File: config.mk
export PLATFORM = sky130hd
export DESIGN_NAME = ppt_timer
export DESIGN_NICKNAME = d
export VERILOG_FILES = /design/src/design/ppt_pkg.sv /design/src/design/ppt_clk_front.sv /design/src/design/ppt_timer.sv
export SDC_FILE = /design/constraint.sdc
export NUM_CORES = 1
export LEC_CHECK = 0
export ABC_AREA = 1
export BUFFER_PORTS_ARGS = -buffer_cell sky130_fd_sc_hd__buf_2
export CORE_UTILIZATION = 40
export DETAILED_ROUTE_END_ITERATION = 8
export PLACE_DENSITY = 0.71
export SLEW_MARGIN = 25
export SYNTH_ARGS = -nofsm -noshare
export SYNTH_HDL_FRONTEND = slang
export SYNTH_SLANG_ARGS = --single-unit
File: constraint.sdc
create_clock -name aclk -period 2.3 [get_ports aclk]
set_clock_uncertainty 0.05 [all_clocks]
set_input_delay 0 -clock aclk [delete_from_list [all_inputs] [get_ports aclk]]
set_output_delay 0 -clock aclk [all_outputs]
set_load 0.005 [all_outputs]
File: src/design/ppt_pkg.sv
// ppt_pkg: constants, enumerations and carrier structs of the prescaled period timer.
// assumes: 32-bit AXI4-Lite register access, one clock domain, inputs synchronous to it.
package ppt_pkg;

    // register bus geometry
    localparam int          ADDR_W = 12;
    localparam logic [1:0]  RESP_OKAY   = 2'b00;
    localparam logic [1:0]  RESP_SLVERR = 2'b10;

    // register indices; the byte address is four times the index
    localparam logic [11:0] IDX_COUNT      = 12'h190;
    localparam logic [11:0] IDX_PERIOD     = 12'h192;
    localparam logic [11:0] IDX_CONTROL    = 12'h194;
    localparam logic [11:0] IDX_IRQ_STATUS = 12'h1f0;
    localparam logic [11:0] IDX_IRQ_MASK   = 12'h1f1;
    localparam logic [11:0] ADDR_COUNT      = {IDX_COUNT[9:0], 2'b00};
    localparam logic [11:0] ADDR_PERIOD     = {IDX_PERIOD[9:0], 2'b00};
    localparam logic [11:0] ADDR_CONTROL    = {IDX_CONTROL[9:0], 2'b00};
    localparam logic [11:0] ADDR_IRQ_STATUS = {IDX_IRQ_STATUS[9:0], 2'b00};
    localparam logic [11:0] ADDR_IRQ_MASK   = {IDX_IRQ_MASK[9:0], 2'b00};

    // control register field positions
    localparam int CTL_RUN_BIT  = 15;
    localparam int CTL_IDLE_BIT = 13;
    localparam int CTL_ECS_LSB  = 8;
    localparam int CTL_GATE_BIT = 6;
    localparam int CTL_PSC_LSB  = 4;
    localparam int CTL_SYNC_BIT = 2;
    localparam int CTL_SRC_BIT  = 1;
    localparam logic [15:0] CTL_WMASK = 16'ha376;

    // values after reset
    localparam logic [15:0] COUNT_RST   = 16'h0000;
    localparam logic [15:0] PERIOD_RST  = 16'h0000;
    localparam logic [15:0] CONTROL_RST = 16'h0000;

    // interrupt status and mask layout
    localparam int IRQ_W         = 2;
    localparam int IRQ_MATCH_BIT = 0;
    localparam int IRQ_GATE_BIT  = 1;

    // prescaler terminal counts, ratio minus one
    localparam logic [7:0] PSC_TC_1   = 8'h00;
    localparam logic [7:0] PSC_TC_8   = 8'h07;
    localparam logic [7:0] PSC_TC_64  = 8'h3f;
    localparam logic [7:0] PSC_TC_256 = 8'hff;

    typedef enum logic [1:0] {
        EXT_SEC_OSC       = 2'b00,
        EXT_DEDICATED_PIN = 2'b01,
        EXT_LOW_POWER_RC  = 2'b10,
        EXT_GENERIC_PIN   = 2'b11
    } ppt_ext_e;

    typedef enum logic [1:0] {
        PSC_DIV1   = 2'b00,
        PSC_DIV8   = 2'b01,
        PSC_DIV64  = 2'b10,
        PSC_DIV256 = 2'b11
    } ppt_psc_e;

    // decoded control register
    typedef struct packed {
        logic     run_enable;
        logic     idle_stop;
        ppt_ext_e ext_source_select;
        logic     gate_accumulate_enable;
        ppt_psc_e prescale_select;
        logic     ext_sync_enable;
        logic     source_select;
    } ppt_ctl_s;

    // external clock inputs, bit index equals the source code
    typedef struct packed {
        logic generic_timer_clock_pin;
        logic low_power_rc_osc;
        logic dedicated_clock_pin;
        logic secondary_osc;
    } ppt_ext_pins_s;

endpackage : ppt_pkg

File: src/design/ppt_clk_front.sv
// ppt_clk_front: source select, optional synchroniser, gate and prescaler of the timer.
// assumes: pins sampled on aclk; run and psc_clr come from the timer core.
`timescale 1ns/1ps
`default_nettype none
module ppt_clk_front
    import ppt_pkg::*;
(
    // clock, reset, enable
    input  wire  logic          aclk,
    input  wire  logic          aresetn,
    input  wire  logic          ce,
    // control from the core
    input  wire  ppt_ctl_s      ctl,
    input  wire  logic          run,
    input  wire  logic          psc_clr,
    // pins
    input  wire  ppt_ext_pins_s ext_pins,
    input  wire  logic          gate_pin,
    // events
    output logic                tick,
    output logic                gate_fall
);

    typedef struct packed {
        logic       sync1;
        logic       sync2;
        logic       sync3;
        logic       raw_prev;
        logic       gate_now;
        logic       gate_prev;
        logic [7:0] psc_cnt;
        logic       tick;
        logic       gate_fall;
    } ppt_front_s;

    ppt_front_s st_q;
    ppt_front_s st_d;
    logic [3:0] ext_vec;

    assign ext_vec = ext_pins;

    // edge pick, gating and division in one pass
    always_comb begin
        logic       ext_lvl;
        logic       ext_edge;
        logic       src_pulse;
        logic [7:0] tc;
        ext_lvl   = 1'b0;
        ext_edge  = 1'b0;
        src_pulse = 1'b0;
        tc        = PSC_TC_1;
        st_d      = st_q;
        ext_lvl   = ext_vec[ctl.ext_source_select];
        // sync1 feeds only sync2, so a metastable level never reaches the edge logic
        st_d.sync1    = ext_lvl;
        st_d.sync2    = st_q.sync1;
        st_d.sync3    = st_q.sync2;
        st_d.raw_prev = ext_lvl;
        st_d.gate_now  = gate_pin;
        st_d.gate_prev = st_q.gate_now;
        // the sync bit only matters on the external path
        ext_edge = ctl.ext_sync_enable ? (st_q.sync2 & ~st_q.sync3)
                                       : (ext_lvl & ~st_q.raw_prev);
        if (ctl.source_select) begin
            src_pulse = ext_edge;                             // gate ignored here
        end else begin
            src_pulse = ctl.gate_accumulate_enable ? st_q.gate_now : 1'b1;
        end
        st_d.gate_fall = run & ~ctl.source_select & ctl.gate_accumulate_enable
                         & st_q.gate_prev & ~st_q.gate_now;
        case (ctl.prescale_select)
            PSC_DIV1:   tc = PSC_TC_1;
            PSC_DIV8:   tc = PSC_TC_8;
            PSC_DIV64:  tc = PSC_TC_64;
            PSC_DIV256: tc = PSC_TC_256;
            default:    tc = PSC_TC_1;
        endcase
        st_d.tick = 1'b0;
        if (psc_clr) begin
            st_d.psc_cnt = 8'h00;
        end else if (run && src_pulse) begin
            if (st_q.psc_cnt >= tc) begin
                st_d.psc_cnt = 8'h00;
                st_d.tick    = 1'b1;
            end else begin
                st_d.psc_cnt = 8'(st_q.psc_cnt + 8'h01);
            end
        end
    end

    // state register, frozen while ce is low
    always_ff @(posedge aclk) begin
        if (!aresetn) begin
            st_q <= '0;
        end else if (ce) begin
            st_q <= st_d;
        end
    end

    assign tick      = st_q.tick;
    assign gate_fall = st_q.gate_fall;
endmodule : ppt_clk_front
`default_nettype wire

File: src/design/ppt_timer.sv
// ppt_timer: 16-bit prescaled period timer with AXI4-Lite registers and a level interrupt.
// assumes: single AXI4-Lite master, aclk at 100 MHz, idle and sleep levels from power control.
//
// Functional notes
// - count register is 16-bit read/write, zero at reset, writable any time.
// - period register is 16-bit read/write terminal count, zero at reset.
// - run_enable bit 15 starts counting when one, stops when zero.
// - control write while running clears prescaler; software should avoid it.
// - idle_stop bit 13 halts timer in idle mode, else keeps running.
// - ext_source_select 9:8 picks generic pin, rc osc, dedicated pin, secondary osc.
// - gate bit 6 enables gated accumulation on internal clock; ignored on external.
// - prescale_select 5:4 divides by 256, 64, 8 or 1.
// - ext_sync_enable bit 2 synchronises the external clock, else used directly.
// - sync bit is ignored whenever the internal clock is selected.
// - source_select bit 1 picks external source when one, internal clock when zero.
// - interrupt flag on period match, or on gate falling edge in gated mode.
// - timer may keep running in idle and sleep as timer or counter; here only an unsynchronised external count runs in sleep.
//
// Chosen here: register access over AXI4-Lite.
`timescale 1ns/1ps
`default_nettype none
module ppt_timer
    import ppt_pkg::*;
(
    // clock, reset, enable
    input  wire  logic              aclk,
    input  wire  logic              aresetn,
    input  wire  logic              ce,
    // axi4-lite write address
    input  wire  logic [ADDR_W-1:0] awaddr,
    input  wire  logic [2:0]        awprot,
    input  wire  logic              awvalid,
    output logic                    awready,
    // axi4-lite write data
    input  wire  logic [31:0]       wdata,
    input  wire  logic [3:0]        wstrb,
    input  wire  logic              wvalid,
    output logic                    wready,
    // axi4-lite write response
    output logic [1:0]              bresp,
    output logic                    bvalid,
    input  wire  logic              bready,
    // axi4-lite read address
    input  wire  logic [ADDR_W-1:0] araddr,
    input  wire  logic [2:0]        arprot,
    input  wire  logic              arvalid,
    output logic                    arready,
    // axi4-lite read data
    output logic [31:0]             rdata,
    output logic [1:0]              rresp,
    output logic                    rvalid,
    input  wire  logic              rready,
    // power state
    input  wire  logic              idle_mode,
    input  wire  logic              sleep_mode,
    // timer pins
    input  wire  ppt_ext_pins_s     ext_pins,
    input  wire  logic              gate_pin,
    // interrupt
    output logic                    irq
);

    typedef struct packed {
        logic              awready;
        logic              wready;
        logic              bvalid;
        logic [1:0]        bresp;
        logic              arready;
        logic              rvalid;
        logic [1:0]        rresp;
        logic [31:0]       rdata;
        logic              aw_have;
        logic [ADDR_W-1:0] aw_addr;
        logic              w_have;
        logic [15:0]       w_data;
        logic [1:0]        w_strb;
        logic [15:0]       count;
        logic [15:0]       period;
        ppt_ctl_s          ctl;
        logic [IRQ_W-1:0]  status;
        logic [IRQ_W-1:0]  mask;
        logic              irq;
        logic              psc_clr;
    } ppt_top_s;

    ppt_top_s st_q;
    ppt_top_s st_d;

    logic        tick;
    logic        gate_fall;
    logic        do_wr;
    logic        wr_count;
    logic        wr_period;
    logic        wr_ctl;
    logic        wr_status;
    logic        wr_mask;
    logic        wr_mapped;
    logic [15:0] wmask16;
    logic        async_ext;
    logic        run_now;
    logic        match;

    // pack the control struct into its register image, reserved bits zero
    function automatic logic [15:0] ctl_pack(input ppt_ctl_s c);
        logic [15:0] v;
        v = 16'h0000;
        v[CTL_RUN_BIT]              = c.run_enable;
        v[CTL_IDLE_BIT]             = c.idle_stop;
        v[CTL_ECS_LSB+1:CTL_ECS_LSB] = c.ext_source_select;
        v[CTL_GATE_BIT]             = c.gate_accumulate_enable;
        v[CTL_PSC_LSB+1:CTL_PSC_LSB] = c.prescale_select;
        v[CTL_SYNC_BIT]             = c.ext_sync_enable;
        v[CTL_SRC_BIT]              = c.source_select;
        return v;
    endfunction : ctl_pack

    // unpack a register image; only implemented bits are taken
    function automatic ppt_ctl_s ctl_unpack(input logic [15:0] v);
        ppt_ctl_s c;
        c.run_enable             = v[CTL_RUN_BIT];
        c.idle_stop              = v[CTL_IDLE_BIT];
        c.ext_source_select      = ppt_ext_e'(v[CTL_ECS_LSB+1:CTL_ECS_LSB]);
        c.gate_accumulate_enable = v[CTL_GATE_BIT];
        c.prescale_select        = ppt_psc_e'(v[CTL_PSC_LSB+1:CTL_PSC_LSB]);
        c.ext_sync_enable        = v[CTL_SYNC_BIT];
        c.source_select          = v[CTL_SRC_BIT];
        return c;
    endfunction : ctl_unpack

    // read multiplexer; narrow registers sit in the low bits
    function automatic logic [32:0] read_mux(input logic [ADDR_W-1:0] a, input ppt_top_s s);
        logic [32:0] r;
        r = {1'b0, 32'h0000_0000};
        case (a)
            ADDR_COUNT:      r = {1'b0, 16'h0000, s.count};
            ADDR_PERIOD:     r = {1'b0, 16'h0000, s.period};
            ADDR_CONTROL:    r = {1'b0, 16'h0000, ctl_pack(s.ctl)};
            ADDR_IRQ_STATUS: r = {1'b0, 30'h0000_0000, s.status};
            ADDR_IRQ_MASK:   r = {1'b0, 30'h0000_0000, s.mask};
            default:         r = {1'b1, 32'h0000_0000};
        endcase
        return r;
    endfunction : read_mux

    // prescaler and clock front end
    ppt_clk_front u_front (
        .aclk      (aclk),
        .aresetn   (aresetn),
        .ce        (ce),
        .ctl       (st_q.ctl),
        .run       (run_now),
        .psc_clr   (st_q.psc_clr),
        .ext_pins  (ext_pins),
        .gate_pin  (gate_pin),
        .tick      (tick),
        .gate_fall (gate_fall)
    );

    // write decode; a write happens once address and data are both held
    assign do_wr     = st_q.aw_have & st_q.w_have & ~st_q.bvalid;
    assign wmask16   = {{8{st_q.w_strb[1]}}, {8{st_q.w_strb[0]}}};
    assign wr_count  = do_wr & (st_q.aw_addr == ADDR_COUNT);
    assign wr_period = do_wr & (st_q.aw_addr == ADDR_PERIOD);
    assign wr_ctl    = do_wr & (st_q.aw_addr == ADDR_CONTROL);
    assign wr_status = do_wr & (st_q.aw_addr == ADDR_IRQ_STATUS);
    assign wr_mask   = do_wr & (st_q.aw_addr == ADDR_IRQ_MASK);
    assign wr_mapped = wr_count | wr_period | wr_ctl | wr_status | wr_mask;

    // run qualification: only an unsynchronised external count survives sleep,
    // since the internal clock and the synchroniser are treated as stopped there
    assign async_ext = st_q.ctl.source_select & ~st_q.ctl.ext_sync_enable;
    assign run_now   = st_q.ctl.run_enable
                       & ~(st_q.ctl.idle_stop & idle_mode)
                       & ~(sleep_mode & ~async_ext);
    assign match     = tick & run_now & (st_q.count == st_q.period);

    // next state of registers, counter and bus channels
    always_comb begin
        logic [32:0]      rd;
        logic [15:0]      ctl_img;
        logic [IRQ_W-1:0] ev_set;
        logic [IRQ_W-1:0] ev_clr;
        rd      = {1'b0, 32'h0000_0000};
        ctl_img = 16'h0000;
        ev_set  = '0;
        ev_clr  = '0;
        st_d    = st_q;
        st_d.psc_clr = 1'b0;

        // capture address and data independently, in either order
        if (awvalid && st_q.awready) begin
            st_d.aw_have = 1'b1;
            st_d.aw_addr = awaddr;
        end
        if (wvalid && st_q.wready) begin
            st_d.w_have = 1'b1;
            st_d.w_data = wdata[15:0];
            st_d.w_strb = wstrb[1:0];
        end

        // counting, a software write of the count below takes precedence
        if (tick && run_now) begin
            st_d.count = match ? COUNT_RST : 16'(st_q.count + 16'h0001);
        end
        if (wr_count) begin
            st_d.count = (st_q.count & ~wmask16) | (st_q.w_data & wmask16);
        end
        if (wr_period) begin
            st_d.period = (st_q.period & ~wmask16) | (st_q.w_data & wmask16);
        end
        if (wr_ctl) begin
            ctl_img = (ctl_pack(st_q.ctl) & ~wmask16) | (st_q.w_data & wmask16);
            st_d.ctl = ctl_unpack(ctl_img & CTL_WMASK);
            st_d.psc_clr = st_q.ctl.run_enable;
        end
        if (wr_mask) begin
            st_d.mask = (st_q.mask & ~wmask16[IRQ_W-1:0]) | (st_q.w_data[IRQ_W-1:0]
                        & wmask16[IRQ_W-1:0]);
        end

        // sticky events; a set in the clearing cycle wins
        ev_set[IRQ_MATCH_BIT] = match;
        ev_set[IRQ_GATE_BIT]  = gate_fall;
        if (wr_status) begin
            ev_clr = st_q.w_data[IRQ_W-1:0] & wmask16[IRQ_W-1:0];
        end
        st_d.status = (st_q.status & ~ev_clr) | ev_set;

        // write response
        if (do_wr) begin
            st_d.aw_have = 1'b0;
            st_d.w_have  = 1'b0;
            st_d.bvalid  = 1'b1;
            st_d.bresp   = wr_mapped ? RESP_OKAY : RESP_SLVERR;
        end
        if (st_q.bvalid && bready) begin
            st_d.bvalid = 1'b0;
        end
        // hold off new beats until the previous write has been answered
        st_d.awready = ~st_d.aw_have & ~st_d.bvalid;
        st_d.wready  = ~st_d.w_have & ~st_d.bvalid;

        // read channel, one read in flight
        if (arvalid && st_q.arready) begin
            rd          = read_mux(araddr, st_q);
            st_d.rvalid = 1'b1;
            st_d.rdata  = rd[31:0];
            st_d.rresp  = rd[32] ? RESP_SLVERR : RESP_OKAY;
        end else if (st_q.rvalid && rready) begin
            st_d.rvalid = 1'b0;
        end
        st_d.arready = ~st_d.rvalid;

        st_d.irq = |(st_d.status & st_d.mask);
    end

    // one register for all state; ce low freezes everything
    always_ff @(posedge aclk) begin
        if (!aresetn) begin
            st_q <= '0;
        end else if (ce) begin
            st_q <= st_d;
        end
    end

    // every output straight from the state register
    assign awready = st_q.awready;
    assign wready  = st_q.wready;
    assign bvalid  = st_q.bvalid;
    assign bresp   = st_q.bresp;
    assign arready = st_q.arready;
    assign rvalid  = st_q.rvalid;
    assign rdata   = st_q.rdata;
    assign rresp   = st_q.rresp;
    assign irq     = st_q.irq;
endmodule : ppt_timer
`default_nettype wire

==> results_dict.tcl, run 1 <==
set metrics [dict create \
    hold_viol 0 \
    clock-root-buffer "clkbuf_16" \
    gp_congestion 0.884 \
    drv_slew 0 \
    ios 123 \
    min_period_ns 2.14 \
    fp-row-count 46 \
    vias 6612 \
    crit_required_ns 2.55 \
    initial_core_util_pct 41.7 \
    dp_hpwl_um 12700 \
    cts.path.max_buffers 2 \
    leakage_nw 3.82 \
    maxSlewHeadroom_pct 63.0 \
    path_class "reg2reg" \
    core_um2 16100 \
    grtUsageMet1_pct 28.8 \
    busiest_layer "met2" \
    dieHeight_um 132 \
    drtIter0Drc 534 \
    power_density_nw_per_um2 632 \
    vias_per_cell 4.87 \
    cp.arrival_ns 2.39 \
    worstHoldPathType "in2reg" \
    yosys_warnings 0 \
    synth.avg_cell_area_um2 6.49 \
    synth_cell_type_count 39 \
    timing.hold.ws_ns 0.00463 \
    fmax_mhz 466 \
    grt_pass1_vias 6159 \
    syn_area_um2 6710 \
    use_met3_pct 4.13 \
    cts_inserted_buffers 17 \
    cts_tree "yes" \
    clk_latency_ns 0.42 \
    synthCells 1035 \
    first_pass_iters 5 \
    period_share_pct 93.3 \
    start_kind "flip-flop" \
    h-tree-depth 4 \
    hold_buffers 40 \
    rsz0062_at_grt "no" \
    die_w_um 132 \
    layout_commonest_cell "nand2_1" \
    wl_per_cell_um 13.1 \
    final_antenna_net_count 0 \
    antenna_found_initial 0 \
    hp-start "aresetn" \
    clock_sinks 117 \
    cp_max_fo 5 \
    overflow 0 \
    setup_violations 0 \
    drt_wl_total_um 17800 \
    status "finished clean" \
    drc_errors 0 \
    clkTransAtPathRegs_ns 0.06 \
    cts_setup_buffers 0 \
    grtUsageMet2_pct 32.8 \
    layout-drive-gt1-share_pct 13.5 \
    grt_pass1_wl_um 29700 \
    ys_seq_area_share_pct 34.9 \
    numPortBuffers 80 \
    grt_usage_pct 21.2 \
    grt_max_degree 87 \
    layout_common_cells "nand2_1 (243), nor2_1 (155), inv_1 (124)" \
    ys_seq_elements 117 \
    tightest_slew_ns 0.552 \
    fin_nets 1220 \
    timing.max_cap.violations 0 \
    syn_to_final_growth_pct 20.4 \
    worst_setup_path_end_kind "flip-flop" \
    die-area_um2 17300 \
    post_cts_resized 0 \
    antenna_cells 0 \
    fin_setup_tns_ns 0 \
    ir_drop_mv 0.507 \
]
[layer usage]
layer  up-vias  wire length (um)  part of all wire [%]
met2       211              7780                    44
met5         -                 0                     0
li1       3428                 -                     -
met3        18              1060                   5.9
met4         0               274                   1.5
met1      2955              8680                    49
[final timing paths]
check	end	slack, ns	cells after the start
max	u_front.st_d[14]$_SDFFE_PN0P_	0.16	7
min	wready$_SDFFE_PN0P_	0.005	3
max reg2reg	u_front.st_d[14]$_SDFFE_PN0P_	0.16	7
min reg2reg	u_front.st_q[13]$_SDFFE_PN0P_	0.41	2
[cell type report]
type | count | area (um^2)
Sequential cell | 117 | 2340
Clock buffer | 22 | 474
Clock inverter | 9 | 126
Inverter | 127 | 477
Multi-Input combinational cell | 737 | 3500
Tap cell | 216 | 270
Timing Repair Buffer | 131 | 896
Fill cell | 1601 | 8030
[stage by stage]
step	setup WS, ns	instance area [um^2]	total power, mW	utilization, %	instances
after floorplan	0.757	6780	2.32	-	1052
after global placement	0.431	7090	2.40	44.0	1288
after detailed placement	0.408	7090	2.40	44.0	1288
after CTS	0.225	8090	5.13	50.2	1359
after global routing	0.105	8090	5.27	50.2	1359
final	0.155	8090	5.11	50.2	1359
[worst max-delay path, cell delays in order (launching register included)]
cell and delay, ns:
dfxtp_1 0.46, inv_1 0.09, nand2_1 0.06, nand3_1 0.08
dlygate4sd3_1 0.58, nand2_1 0.07, dlygate4sd3_1 0.56, a21oi_1 0.06
[kinds of logic after synthesis]
group / after synthesis / synth area share [%]
DFF: 117 / 34.9
xor gates and xnor gates: 22 / 2.87
other: 1 / 0.0559
adders and majority gates: 8 / 1.49
and+or+nand+nor: 523 / 33.7
buffers and inverters: 198 / 13.9
AOI/OAI and AO/OA: 166 / 13.1
[synthesized netlist by cell type, drive strengths merged]
cell / instances / area [um^2]
nand2: 256 / 993
a22oi: 2 / 15.0
nand4: 17 / 113
o31ai: 1 / 7.51
a221oi: 1 / 8.76
clkbuf: 21 / 80.1
o211ai: 2 / 15.0
nor3: 12 / 76.3
nor4: 1 / 6.26
buf: 50 / 378
o21a: 3 / 22.5
o21ai: 61 / 305
inv: 126 / 473
o22ai: 6 / 37.5
nor2: 160 / 628
conb: 1 / 3.75
clkinv: 1 / 3.75
nand3b: 1 / 7.51
and3: 1 / 6.26
dfxtp: 117 / 2340
nand3: 75 / 433
a21oi: 90 / 465
xnor2: 6 / 52.6
ha: 8 / 100
xor2: 16 / 140
[power by group]
part	internal, mW	total [mW]	switching (mW)
clock	1.77	2.70	0.921
sequential	2.07	2.11	0.0365
combinational	0.136	0.306	0.170
total	3.98	5.11	1.13
(Power assumes the default switching activity.)
==> inputs of run 2 (changes only) <==
CORE_UTILIZATION = 60   (was 40)
PLACE_DENSITY = 0.95   (was 0.71)
==> run 2 against run 1 <==
  * Largest cell class unchanged
  * Core utilization is 25 points higher
  * Combinational power rose by 10%
  * Sequential share of layout area decreased by 0.32 points
  * Global-route usage grew 14 points
  * Cell area grew 1.1%
  * Power rose by 1.4%
  * Die area down 33%
==> results_dict.tcl, run 2 (synthesis results as in run 1) <==
set metrics [dict create \
    power_density_nw_per_um2 633 \
    maxSlewHeadroom_pct 45.6 \
    numPortBuffers 80 \
    antenna_cells 0 \
    wl_per_cell_um 15.2 \
    hold_viol 0 \
    layout_common_cells "nand2_1 (243), nor2_1 (155), inv_1 (124)" \
    dpl_worst_slack_ns 0.423 \
    cts_tree "yes" \
    drtIter0Drc 813 \
    rsz0062_at_grt "no" \
    hp-start "araddr[7]" \
    core_um2 10900 \
    fin_setup_tns_ns 0 \
    ir_drop_mv 0.521 \
    start_kind "input pin" \
    clk_latency_ns 0.53 \
    cts_inserted_buffers 17 \
    clock_sinks 117 \
    syn_to_final_growth_pct 21.8 \
    tightest_slew_ns 0.815 \
    min_path_cells 8 \
    post_cts_resized 0 \
    dpl_cell_area_um2 6960 \
    topRoutingLayerUsed "met4" \
    first_pass_iters 7 \
    routed-wl-met3_um 2060 \
    dieHeight_um 108 \
    drc_errors 0 \
    die-area_um2 11600 \
    setup_violations 0 \
    path_class "in2reg" \
    grt_max_degree 87 \
    min_period_ns 2.11 \
    fp-row-count 38 \
    nFillCells 789 \
    fin_nets 1240 \
    final_antenna_net_count 0 \
    wl_met2_um 9310 \
    grt_usage_pct 35.3 \
    design_area_um2 8180 \
    dp_hpwl_um 11900 \
    r2r_setup_slack_ns 0.24 \
    timing.max_cap.violations 0 \
    layout_commonest_cell "nand2_1" \
    status "finished clean" \
    gp_congestion 0.937 \
    multiInputGateArea_um2 3500 \
    vias 7293 \
    crit_start "araddr[4]" \
    finalPower_mw 5.18 \
    cp_max_fo 4 \
    layout-drive-gt1-share_pct 13.0 \
    setup_slack_ns 0.193 \
    period_share_pct 91.6 \
    drt-met1-wl_um 7610 \
    worstRegToRegCells 10 \
    drt_wl_total_um 19800 \
    leakage_nw 3.92 \
    seq_area_um2 2340 \
    cts.path.max_buffers 2 \
    grt_pass1_wl_um 31700 \
    fmax_mhz 475 \
    ios 123 \
    cp.arrival_ns 2.53 \
    worstHoldPathType "in2reg" \
    clock-root-buffer "clkbuf_8" \
    vias_per_cell 5.60 \
    grt_pass1_vias 6738 \
    antenna_found_initial 0 \
    crit_required_ns 2.72 \
    h-tree-depth 4 \
    worst_setup_path_end_kind "flip-flop" \
    drv_slew 0 \
    clkTransAtPathRegs_ns 0.06 \
    worstHoldEndpoint "rdata[1]$_SDFFE_PN0P_" \
    overflow 0 \
    cts_setup_buffers 0 \
    initial_core_util_pct 61.7 \
    die_w_um 108 \
]
## run 2: cell count changes in the layout (fill, tap and decap cells not counted)
| cell | change |
|---|---|
| buf_12 | -1 |
| buf_4 | -1 |
| bufinv_16 | +1 |
| clkbuf_1 | +1 |
| clkbuf_16 | -1 |
| clkbuf_8 | -1 |
| clkinv_4 | -1 |
| clkinvlp_4 | +1 |
| dlygate4sd3_1 | +22 |
## run 2: worst max-delay path by stage
stage | slack (ns) | to | cells past startpoint
final | 0.19 | rdata[1]$_SDFFE_PN0P_ | 11
after global routing | 0.07 | rdata[1]$_SDFFE_PN0P_ | 11
after CTS | 0.28 | rdata[1]$_SDFFE_PN0P_ | 11
after detailed placement | 0.42 | flip-flop | 11
after global placement | 0.48 | flip-flop | 9
after floorplan | 0.76 | u_front.st_q[9]$_SDFFE_PN0P_ | 11
## run 2: report_power, final
part / switching, mW / internal [mW]
registers: 0.0395 / 2.07
logic: 0.183 / 0.155
clock network: 0.958 / 1.77
total: 1.18 / 4.00
## run 2: metal layers
layer / global-route usage, % / vias to the layer above
met5: 0 / -
met4: 17.0 / 0
met3: 7.93 / 90
met2: 59.5 / 464
met1: 42.3 / 3276
li1: - / 3463
## run 2: repair_timing
action / CTS / global route
endpoints found under the setup margin: 0 / 0
hold buffers: 62 / 0
hold endpoints to repair: 45 / 0
## run 2: layout make-up
| type | count | share of cell area, % |
|---|---|---|
| Clock buffer | 21 | 5.37 |
| Clock inverter | 10 | 1.90 |
| Inverter | 127 | 5.83 |
| Multi-Input combinational cell | 737 | 42.8 |
| Sequential cell | 117 | 28.6 |
| Tap cell | 140 | 2.14 |
| Timing Repair Buffer | 151 | 13.3 |
## run 2: critical path, cell delays in order
cell and delay [ns]:
dlygate4sd3_1 0.53, buf_2 0.13, inv_1 0.10, nand4_1 0.19
nor2_1 0.17, nand3_1 0.08, dlygate4sd3_1 0.58, nand3_1 0.07
dlygate4sd3_1 0.56, nor2_1 0.04, nor2_1 0.07
## run 2: stage by stage
step	util, %	hold WS, ns	std cells
6_report	75.1	0.0273	1303
5_1_grt	75.1	0.0394	1303
4_1_cts	75.1	0.00252	1303
3_5_place_dp	64.0	0.201	1210
3_3_place_gp	64.0	0.171	1210
2_1_floorplan	-	0.0849	1052
